File: src/verilog/lld_map.vh
/*
 * Constants for the load/loop opcode decode slice: opcode bytes,
 * reg-field selectors, clock counts and instruction class codes.
 * Assumes plain Verilog-2005 inclusion by bare file name.
 */
`ifndef LLD_MAP_VH
`define LLD_MAP_VH

// opcode bytes
`define LLD_OP_ESC          8'h0F
`define LLD_OP_FLAGS_AH     8'h9F
`define LLD_OP_EA_CALC      8'h8D
`define LLD_OP_FAR_ES       8'hC4
`define LLD_OP_FRAME_LEAVE  8'hC9
`define LLD_OP_LOOP         8'hE2
`define LLD_OP_LOOP_NZ      8'hE0
`define LLD_OP_LOOP_Z       8'hE1
`define LLD_OP_JSIGN8       8'h78
`define LLD_OP_MOVE_LO      8'h88
`define LLD_OP_MOVE_HI      8'h8B
// second bytes after the escape
`define LLD_OP2_GRP0        8'h00
`define LLD_OP2_GRP1        8'h01
`define LLD_OP2_ACC_RIGHTS  8'h02
`define LLD_OP2_SEG_LIMIT   8'h03
`define LLD_OP2_FAR_FS      8'hB4
`define LLD_OP2_FAR_GS      8'hB5
`define LLD_OP2_FAR_SS      8'hB2
`define LLD_OP2_JSIGN       8'h88
`define LLD_OP2_JPAR        8'h8A
// modrm reg field selectors and the mod field register value
`define LLD_REG_GDT         3'h2
`define LLD_REG_IDT         3'h3
`define LLD_REG_MSW         3'h6
`define LLD_REG_LDT         3'h2
`define LLD_REG_TASK        3'h3
`define LLD_MOD_REG         2'h3

// clock counts on a cache hit
`define LLD_CLK_FLAGS_AH    5'h02
`define LLD_CLK_ACC_RIGHTS  5'h09
`define LLD_CLK_EA_CALC     5'h01
`define LLD_CLK_FAR_REAL    5'h04
`define LLD_CLK_FAR_PROT    5'h09
`define LLD_CLK_SS_PROT     5'h0A
`define LLD_CLK_DESC_TBL    5'h0A
`define LLD_CLK_MSW         5'h0B
`define LLD_CLK_LDT         5'h08
`define LLD_CLK_TASK        5'h09
`define LLD_CLK_SEG_LIMIT   5'h09
`define LLD_CLK_LEAVE       5'h04
`define LLD_CLK_LOOP        5'h02
`define LLD_CLK_JUMP        5'h01
`define LLD_CLK_MOVE        5'h01
`define LLD_CLK_FAULT       5'h01

// instruction class codes
`define LLD_CLS_NONE        5'h00
`define LLD_CLS_FLAGS_AH    5'h01
`define LLD_CLS_ACC_RIGHTS  5'h02
`define LLD_CLS_EA_CALC     5'h03
`define LLD_CLS_FAR_ES      5'h04
`define LLD_CLS_FAR_FS      5'h05
`define LLD_CLS_FAR_GS      5'h06
`define LLD_CLS_FAR_SS      5'h07
`define LLD_CLS_GDT         5'h08
`define LLD_CLS_IDT         5'h09
`define LLD_CLS_MSW         5'h0A
`define LLD_CLS_LDT         5'h0B
`define LLD_CLS_TASK        5'h0C
`define LLD_CLS_SEG_LIMIT   5'h0D
`define LLD_CLS_LEAVE       5'h0E
`define LLD_CLS_LOOP        5'h0F
`define LLD_CLS_LOOP_NZ     5'h10
`define LLD_CLS_LOOP_Z      5'h11
`define LLD_CLS_JSIGN       5'h12
`define LLD_CLS_JPAR        5'h13
`define LLD_CLS_MOVE_RR     5'h14
`define LLD_CLS_MOVE_MEM    5'h15

// flag update mask bits
`define LLD_FLAG_NONE       1'b0
`define LLD_FLAG_ZF         1'b1

`endif

File: src/verilog/lld_busy_count.v
/*
 * Down counter that holds the decoder busy for an instruction's
 * clock count. Assumes load is only pulsed while idle.
 */
`timescale 1ns/1ps
module lld_busy_count (
	input  wire       mclk,
	input  wire       reset_n,
	input  wire       load,
	input  wire [4:0] count,
	output wire       busy
);
	reg [4:0] cnt_q;
	reg [4:0] cnt_d;

	always @* begin
		cnt_d = cnt_q;
		if (load)
			cnt_d = count - 5'h01;
		else if (cnt_q != 5'h00)
			cnt_d = cnt_q - 5'h01;
	end

	always @(posedge mclk) begin
		if (!reset_n)
			cnt_q <= 5'h00;
		else
			cnt_q <= cnt_d;
	end

	assign busy = (cnt_q != 5'h00);
endmodule

File: src/verilog/lld_decode.v
/*
 * Decode and timing slice for flag transfer, descriptor loads,
 * far-pointer loads, frame leave, counted loops, sign/parity jumps
 * and register moves. Assumes instruction bytes arrive from logic on
 * the same clock, one instruction per valid pulse, with the escape and
 * ModR/M bytes already gathered by the fetch stage.
 * An instruction is taken on an edge where instr_valid is high and no
 * earlier instruction still owes clocks; an offer made while busy is
 * dropped and must be presented again once ready is high. ready and
 * busy are registered for the coming cycle, so ready high means that
 * the next edge takes. The decode result holds until the next take,
 * while dec_valid, zf_update and invalid_op pulse for one cycle.
 * Unknown forms still pulse dec_valid, with class none and no clocks.
 */
`timescale 1ns/1ps
`include "lld_map.vh"

// Functional notes
// - 9F copies flags to AH, 2 clocks
// - 0F 02 access-rights load, protected only, 9
// - 8D effective address, 1 clock, no flags
// - C4 far load extra segment, 4/9
// - 0F B4 far load F segment, 4/9
// - 0F B5 far load G segment, 4/9
// - 0F B2 far load stack segment, 4/10
// - 0F 01 reg 010 global table, 10
// - 0F 01 reg 011 interrupt table, 10
// - 0F 01 reg 110 status word, 11
// - 0F 00 reg 010 local table, protected, 8
// - 0F 00 reg 011 task register, protected, 9
// - 0F 03 segment limit, protected, 9, ZF
// - C9 frame teardown, 4 clocks
// - E2/E0/E1 counted loops, 2 clocks, no flags
module lld_decode (
	input  wire       mclk,
	input  wire       reset_n,
	input  wire       instr_valid,
	input  wire       two_byte,
	input  wire [7:0] opcode,
	input  wire [7:0] modrm,
	input  wire       prot_mode,
	output reg        ready,
	output reg        dec_valid,
	output reg  [4:0] dec_class,
	output reg  [4:0] dec_clocks,
	output reg        zf_update,
	output reg        invalid_op,
	output reg        busy
);
	reg  [4:0] cls_d;
	reg  [4:0] clk_real;
	reg  [4:0] clk_prot;
	reg        prot_only;
	reg        zf_d;
	reg  [4:0] clk_sel;
	reg        fault_d;
	wire [2:0] reg_f;
	wire [1:0] mod_f;
	wire       take;
	wire       cnt_busy;
	wire       cnt_more;
	wire       load_main;
	wire       multi;
	wire [4:0] count_next;
	reg        busy_next;

	// modrm fields; forms without a modrm byte ignore them
	assign reg_f = modrm[5:3];
	assign mod_f = modrm[7:6];
	assign take  = instr_valid && !cnt_busy;
	assign load_main  = take && (clk_sel != 5'h00);
	assign multi      = take && (clk_sel > 5'h01);
	assign count_next = clk_sel - 5'h01;

	////////////////////////////////////////////////////////////////////
	// opcode classification
	// one-byte forms first, then the forms that follow the escape byte
	always @* begin
		cls_d     = `LLD_CLS_NONE;
		clk_real  = 5'h00;
		clk_prot  = 5'h00;
		prot_only = 1'b0;
		zf_d      = `LLD_FLAG_NONE;
		if (!two_byte) begin
			case (opcode)
			`LLD_OP_FLAGS_AH: begin
				cls_d    = `LLD_CLS_FLAGS_AH;
				clk_real = `LLD_CLK_FLAGS_AH;
				clk_prot = `LLD_CLK_FLAGS_AH;
			end
			`LLD_OP_EA_CALC: begin
				cls_d    = `LLD_CLS_EA_CALC;
				clk_real = `LLD_CLK_EA_CALC;
				clk_prot = `LLD_CLK_EA_CALC;
			end
			`LLD_OP_FAR_ES: begin
				cls_d    = `LLD_CLS_FAR_ES;
				clk_real = `LLD_CLK_FAR_REAL;
				clk_prot = `LLD_CLK_FAR_PROT;
			end
			`LLD_OP_FRAME_LEAVE: begin
				cls_d    = `LLD_CLS_LEAVE;
				clk_real = `LLD_CLK_LEAVE;
				clk_prot = `LLD_CLK_LEAVE;
			end
			`LLD_OP_LOOP: begin
				cls_d    = `LLD_CLS_LOOP;
				clk_real = `LLD_CLK_LOOP;
				clk_prot = `LLD_CLK_LOOP;
			end
			`LLD_OP_LOOP_NZ: begin
				cls_d    = `LLD_CLS_LOOP_NZ;
				clk_real = `LLD_CLK_LOOP;
				clk_prot = `LLD_CLK_LOOP;
			end
			`LLD_OP_LOOP_Z: begin
				cls_d    = `LLD_CLS_LOOP_Z;
				clk_real = `LLD_CLK_LOOP;
				clk_prot = `LLD_CLK_LOOP;
			end
			`LLD_OP_JSIGN8: begin
				cls_d    = `LLD_CLS_JSIGN;
				clk_real = `LLD_CLK_JUMP;
				clk_prot = `LLD_CLK_JUMP;
			end
			default: begin
				if (opcode >= `LLD_OP_MOVE_LO && opcode <= `LLD_OP_MOVE_HI) begin
					// register form when mod selects a register
					cls_d    = (mod_f == `LLD_MOD_REG) ? `LLD_CLS_MOVE_RR
						: `LLD_CLS_MOVE_MEM;
					clk_real = `LLD_CLK_MOVE;
					clk_prot = `LLD_CLK_MOVE;
				end
			end
			endcase
		end else begin
			case (opcode)
			`LLD_OP2_ACC_RIGHTS: begin
				cls_d     = `LLD_CLS_ACC_RIGHTS;
				clk_prot  = `LLD_CLK_ACC_RIGHTS;
				prot_only = 1'b1;
				zf_d      = `LLD_FLAG_ZF;
			end
			`LLD_OP2_SEG_LIMIT: begin
				cls_d     = `LLD_CLS_SEG_LIMIT;
				clk_prot  = `LLD_CLK_SEG_LIMIT;
				prot_only = 1'b1;
				zf_d      = `LLD_FLAG_ZF;
			end
			`LLD_OP2_FAR_FS: begin
				cls_d    = `LLD_CLS_FAR_FS;
				clk_real = `LLD_CLK_FAR_REAL;
				clk_prot = `LLD_CLK_FAR_PROT;
			end
			`LLD_OP2_FAR_GS: begin
				cls_d    = `LLD_CLS_FAR_GS;
				clk_real = `LLD_CLK_FAR_REAL;
				clk_prot = `LLD_CLK_FAR_PROT;
			end
			`LLD_OP2_FAR_SS: begin
				cls_d    = `LLD_CLS_FAR_SS;
				clk_real = `LLD_CLK_FAR_REAL;
				clk_prot = `LLD_CLK_SS_PROT;
			end
			// descriptor group, chosen by the modrm reg field
			`LLD_OP2_GRP1: begin
				case (reg_f)
				`LLD_REG_GDT: begin
					cls_d    = `LLD_CLS_GDT;
					clk_real = `LLD_CLK_DESC_TBL;
					clk_prot = `LLD_CLK_DESC_TBL;
				end
				`LLD_REG_IDT: begin
					cls_d    = `LLD_CLS_IDT;
					clk_real = `LLD_CLK_DESC_TBL;
					clk_prot = `LLD_CLK_DESC_TBL;
				end
				`LLD_REG_MSW: begin
					cls_d    = `LLD_CLS_MSW;
					clk_real = `LLD_CLK_MSW;
					clk_prot = `LLD_CLK_MSW;
				end
				default: cls_d = `LLD_CLS_NONE;
				endcase
			end
			// selector group, chosen by the modrm reg field
			`LLD_OP2_GRP0: begin
				case (reg_f)
				`LLD_REG_LDT: begin
					cls_d     = `LLD_CLS_LDT;
					clk_prot  = `LLD_CLK_LDT;
					prot_only = 1'b1;
				end
				`LLD_REG_TASK: begin
					cls_d     = `LLD_CLS_TASK;
					clk_prot  = `LLD_CLK_TASK;
					prot_only = 1'b1;
				end
				default: cls_d = `LLD_CLS_NONE;
				endcase
			end
			`LLD_OP2_JSIGN: begin
				cls_d    = `LLD_CLS_JSIGN;
				clk_real = `LLD_CLK_JUMP;
				clk_prot = `LLD_CLK_JUMP;
			end
			`LLD_OP2_JPAR: begin
				cls_d    = `LLD_CLS_JPAR;
				clk_real = `LLD_CLK_JUMP;
				clk_prot = `LLD_CLK_JUMP;
			end
			default: cls_d = `LLD_CLS_NONE;
			endcase
		end
	end

	////////////////////////////////////////////////////////////////////
	// mode selection and fault
	always @* begin
		fault_d = prot_only && !prot_mode;
		clk_sel = 5'h00;
		if (fault_d) begin
			// the exception is raised in a single clock instead of the load
			clk_sel = `LLD_CLK_FAULT;
		end else if (cls_d != `LLD_CLS_NONE) begin
			if (prot_mode)
				clk_sel = clk_prot;
			else
				clk_sel = clk_real;
		end
	end

	////////////////////////////////////////////////////////////////////
	// busy counters
	lld_busy_count u_busy (
		.mclk    (mclk),
		.reset_n (reset_n),
		.load    (load_main),
		.count   (clk_sel),
		.busy    (cnt_busy)
	);

	// a second counter loaded one lower runs out a cycle earlier, so ready
	// and busy can be registered for the cycle in which the next take is possible
	lld_busy_count u_busy_next (
		.mclk    (mclk),
		.reset_n (reset_n),
		.load    (multi),
		.count   (count_next),
		.busy    (cnt_more)
	);

	always @* begin
		// busy covers the clocks still owed after the current one
		busy_next = cnt_more;
		if (multi)
			busy_next = 1'b1;
	end

	////////////////////////////////////////////////////////////////////
	// handshake status
	always @(posedge mclk) begin
		// ready is low through reset and is otherwise the inverse of busy
		if (!reset_n) begin
			ready <= 1'b0;
			busy  <= 1'b0;
		end else begin
			ready <= !busy_next;
			busy  <= busy_next;
		end
	end

	////////////////////////////////////////////////////////////////////
	// decode result, held until the next take
	always @(posedge mclk) begin
		if (!reset_n) begin
			dec_class  <= `LLD_CLS_NONE;
			dec_clocks <= 5'h00;
		end else if (take) begin
			dec_class  <= fault_d ? `LLD_CLS_NONE : cls_d;
			dec_clocks <= clk_sel;
		end
	end

	////////////////////////////////////////////////////////////////////
	// one-cycle pulses that travel with dec_valid
	always @(posedge mclk) begin
		// the exception and the flag write are reported only with a take
		if (!reset_n) begin
			dec_valid  <= 1'b0;
			zf_update  <= 1'b0;
			invalid_op <= 1'b0;
		end else begin
			dec_valid  <= take;
			zf_update  <= take && zf_d && !fault_d;
			invalid_op <= take && fault_d;
		end
	end
endmodule

File: config.mk
export PLATFORM = sky130hd
export DESIGN_NAME = lld_decode
export DESIGN_NICKNAME = d
export VERILOG_FILES = /design/src/verilog/lld_busy_count.v /design/src/verilog/lld_decode.v
export VERILOG_INCLUDE_DIRS = /design/src /design/src/verilog
export SDC_FILE = /design/constraint.sdc
export NUM_CORES = 1
export LEC_CHECK = 0
export BUFFER_PORTS_ARGS = -buffer_cell sky130_fd_sc_hd__buf_4
export CAP_MARGIN = 20
export CORE_MARGIN = 8
export CORE_UTILIZATION = 35
export DETAILED_ROUTE_END_ITERATION = 7
export GPL_ROUTABILITY_DRIVEN = 0
export PLACE_DENSITY_LB_ADDON = 0.05
export SKIP_CTS_REPAIR_TIMING = 1
export SLEW_MARGIN = 10
export SYNTH_ARGS = -nofsm -noshare
export SYNTH_HDL_FRONTEND = slang
export SYNTH_SLANG_ARGS = --single-unit
File: constraint.sdc
create_clock -name mclk -period 4.15 [get_ports mclk]
set_input_delay 0 -clock mclk [delete_from_list [all_inputs] [get_ports mclk]]
set_output_delay 0 -clock mclk [all_outputs]
set_load 0.005 [all_outputs]
==> flow_summary.ini <==
[worst_setup_path]
reg2reg_from = u_busy.cnt_q[0]$_SDFFE_PN0P_
start_kind = input port
critPathArrivalTime_ns = 3.42
worstPathMaxFanout = 16
crit_type = input port to flop
end_kind = flop
r2r_slack_ns = 1.08
required_ns = 4.30
reg2reg_depth = 14
endpoint = u_busy_next.cnt_q[4]$_SDFFE_PN0N_
crit_start = opcode[0]
r2r_end = u_busy_next.cnt_q[4]$_SDFFE_PN0N_

[clock_network]
clock_latency_ns = 0.27
cts_max_path_buffers = 2
cts-htree-levels = 1
cts-buffers-inserted = 3
cts_tree = done
clock-sinks = 24
clk_pin_slew_ns = 0.09
cts-root-buf = clkbuf_8

[routing]
drcViolationCount = 0
drt_iter0_markers = 79
first_pass_iters = 4
vias = 1835
wl_per_cell_um = 14.8
wl_um = 5140
via_per_inst = 5.30
ant_nets = 0

[sta]
rsz0062_at_grt = false
setup_tns_ns = 0
worst_clock_skew_ns = 0.0114
setup_slack_ns = 0.877
setup_viol = 0
finalMaxSlewViolations = 0
period_needed_ns = 3.27
hold_viol = 0
fmax_mhz = 306
fin_crit_sh_pct = 78.9

[min_path]
hp-start = prot_mode
min_path_type = input port to flop

[die]
dieWidth_um = 93.2
io_pins = 36
start_util_pct = 35.7
die_area_um2 = 8690
row_count = 28
fp.dieH_um = 93.2
core_area_um2 = 5850

[finish]
syn_to_final_growth_pct = 13.0
fillers = 629
final_nets = 298
mostFrequentLayoutCells = buf_4 (32), nand2_1 (25), dfxtp_1 (24), nor2_1 (18), a21oi_1 (14)
layout_commonest_cell = buf_4
antenna_cells = 0
drive_gt1_share_pct = 26.6

[run_status]
outcome = finished clean

[place]
portBuffers = 31
dp.final_hpwl_um = 4070
pre_cts_slack_ns = 0.592

[yosys]
async_flop_share_pct = 0
synth.distinct_cells = 77
ys_ff_latch = 24
synth-edff-count = 0
seq_area_frac_synth_pct = 23.0
synth_area_per_cell_um2 = 8.39
synth_flop_cell = dfxtp_1
syn-cell-area_um2 = 2090
yosysWarnings = 0
syn-instance-count = 249
synth_nets = 275

[grt]
grt_pass1_wl_um = 8740
gr-total-overflow = 0
track_usage_pct = 12.2
grt_max_degree = 21
grt_pass1_vias = 1793
antenna_found_initial = 0

[power]
leakage_uw = 0.000907
ir_worst_vdd_mv = 0.187
power_density_nw_per_um2 = 419

[run]
drv_cap = 0
==> how the worst min path moves through the flow <==
stage                                       to  slack, ns  cells past startpoint
final                     zf_update$_SDFF_PN0_       0.04                      3
after global routing      zf_update$_SDFF_PN0_       0.04                      3
after CTS                 zf_update$_SDFF_PN0_       0.03                      3
after detailed placement  zf_update$_SDFF_PN0_       0.31                      3
after global placement    zf_update$_SDFF_PN0_       0.31                      3
after floorplan           dec_valid$_SDFF_PN0_       0.12                      2
==> critical path, stage by stage <==
cell	delay [ns]
buf_4	0.17
and4bb_1	0.20
o211ai_1	0.33
a21oi_1	0.11
o311ai_1	0.26
and2_1	0.35
inv_2	0.11
ha_1	0.21
nand3_1	0.10
o21a_1	0.12
o31a_1	0.39
o22ai_1	0.20
ha_1	0.30
and2_1	0.16
o21a_1	0.16
o211ai_1	0.16
a21oi_1	0.09
==> area by class of cell <==
cell class	count	area, µm²	share of cell area, %
tap	75	93.8	3.98
multi-input combinational	198	1440	61.1
sequential	24	480	20.4
clock buffer	4	55.1	2.33
inverter	13	48.8	2.07
timing repair buffer	32	240	10.2
==> sequential cells by signal, indices dropped and copies added (netlist names) <==
name and cells:
zf_update 1, u_busy_next.cnt_q 5, invalid_op 1, u_busy.cnt_q 5
dec_valid 1, dec_class 5, busy 1, dec_clocks 4
ready 1
==> report_power, final <==
part           internal [µW]  leakage (µW)  total (µW)  switching, µW
Combinational            225      0.000682         499            274
Sequential               293      0.000197         332           38.2
Clock                   84.6     0.0000288         157           72.3
Total                    603      0.000907         988            385
==> metal layers <==
| layer | global-route usage [%] | routed length (µm) | vias to the layer above |
|---|---|---|---|
| li1 | - | - | 950 |
| met1 | 16.7 | 2640 | 834 |
| met2 | 18.2 | 2160 | 43 |
| met3 | 2.88 | 257 | 8 |
| met4 | 3.89 | 78 | 0 |
| met5 | 0 | 0 | - |
==> cells in the mapped netlist, types with 3 or more instances <==
master	number	area (µm²)
and2b_2	4	35.0
xnor2_1	3	26.3
nor2_1	18	67.6
nor2b_1	11	68.8
a31oi_1	3	18.8
a21oi_1	14	70.1
a21boi_0	5	37.5
dfxtp_1	24	480
o211ai_1	4	30.0
nand3_1	8	40.0
buf_6	4	45.0
nor3_1	5	25.0
nand2_1	25	93.8
nor3b_1	3	22.5
o21ai_0	6	30.0
nand4_1	7	43.8
ha_1	5	62.6
mux2i_1	3	30.0
buf_4	4	30.0
and2_1	11	68.8
o22ai_1	3	18.8
inv_1	12	45.0
clkbuf_1	4	15.0
==> metrics by stage <==
step                      hold slack (ns)  total power, µW  cell area, µm²  cells  utilization [%]
after floorplan                     0.123              722            2090    249                -
after global placement              0.308              843            2300    342             39.4
after detailed placement            0.311              839            2300    342             39.4
after CTS                          0.0286             1010            2360    346             40.3
after global routing               0.0445             1090            2360    346             40.3
final                              0.0379              988            2360    346             40.3
==> kinds of logic (layout without fill, tap and decap cells) <==
group	Yosys count	after routing	synth area share, %
simple gates	121	121	36.9
compound gates	62	62	24.9
buf+inv	27	49	7.97
flops	24	24	23.0
fa+ha+maj	5	5	3.00
xor+xnor	5	5	2.10
mux	4	4	1.98
other cells	1	1	0.180
Power figures use the tool's default switching activity.
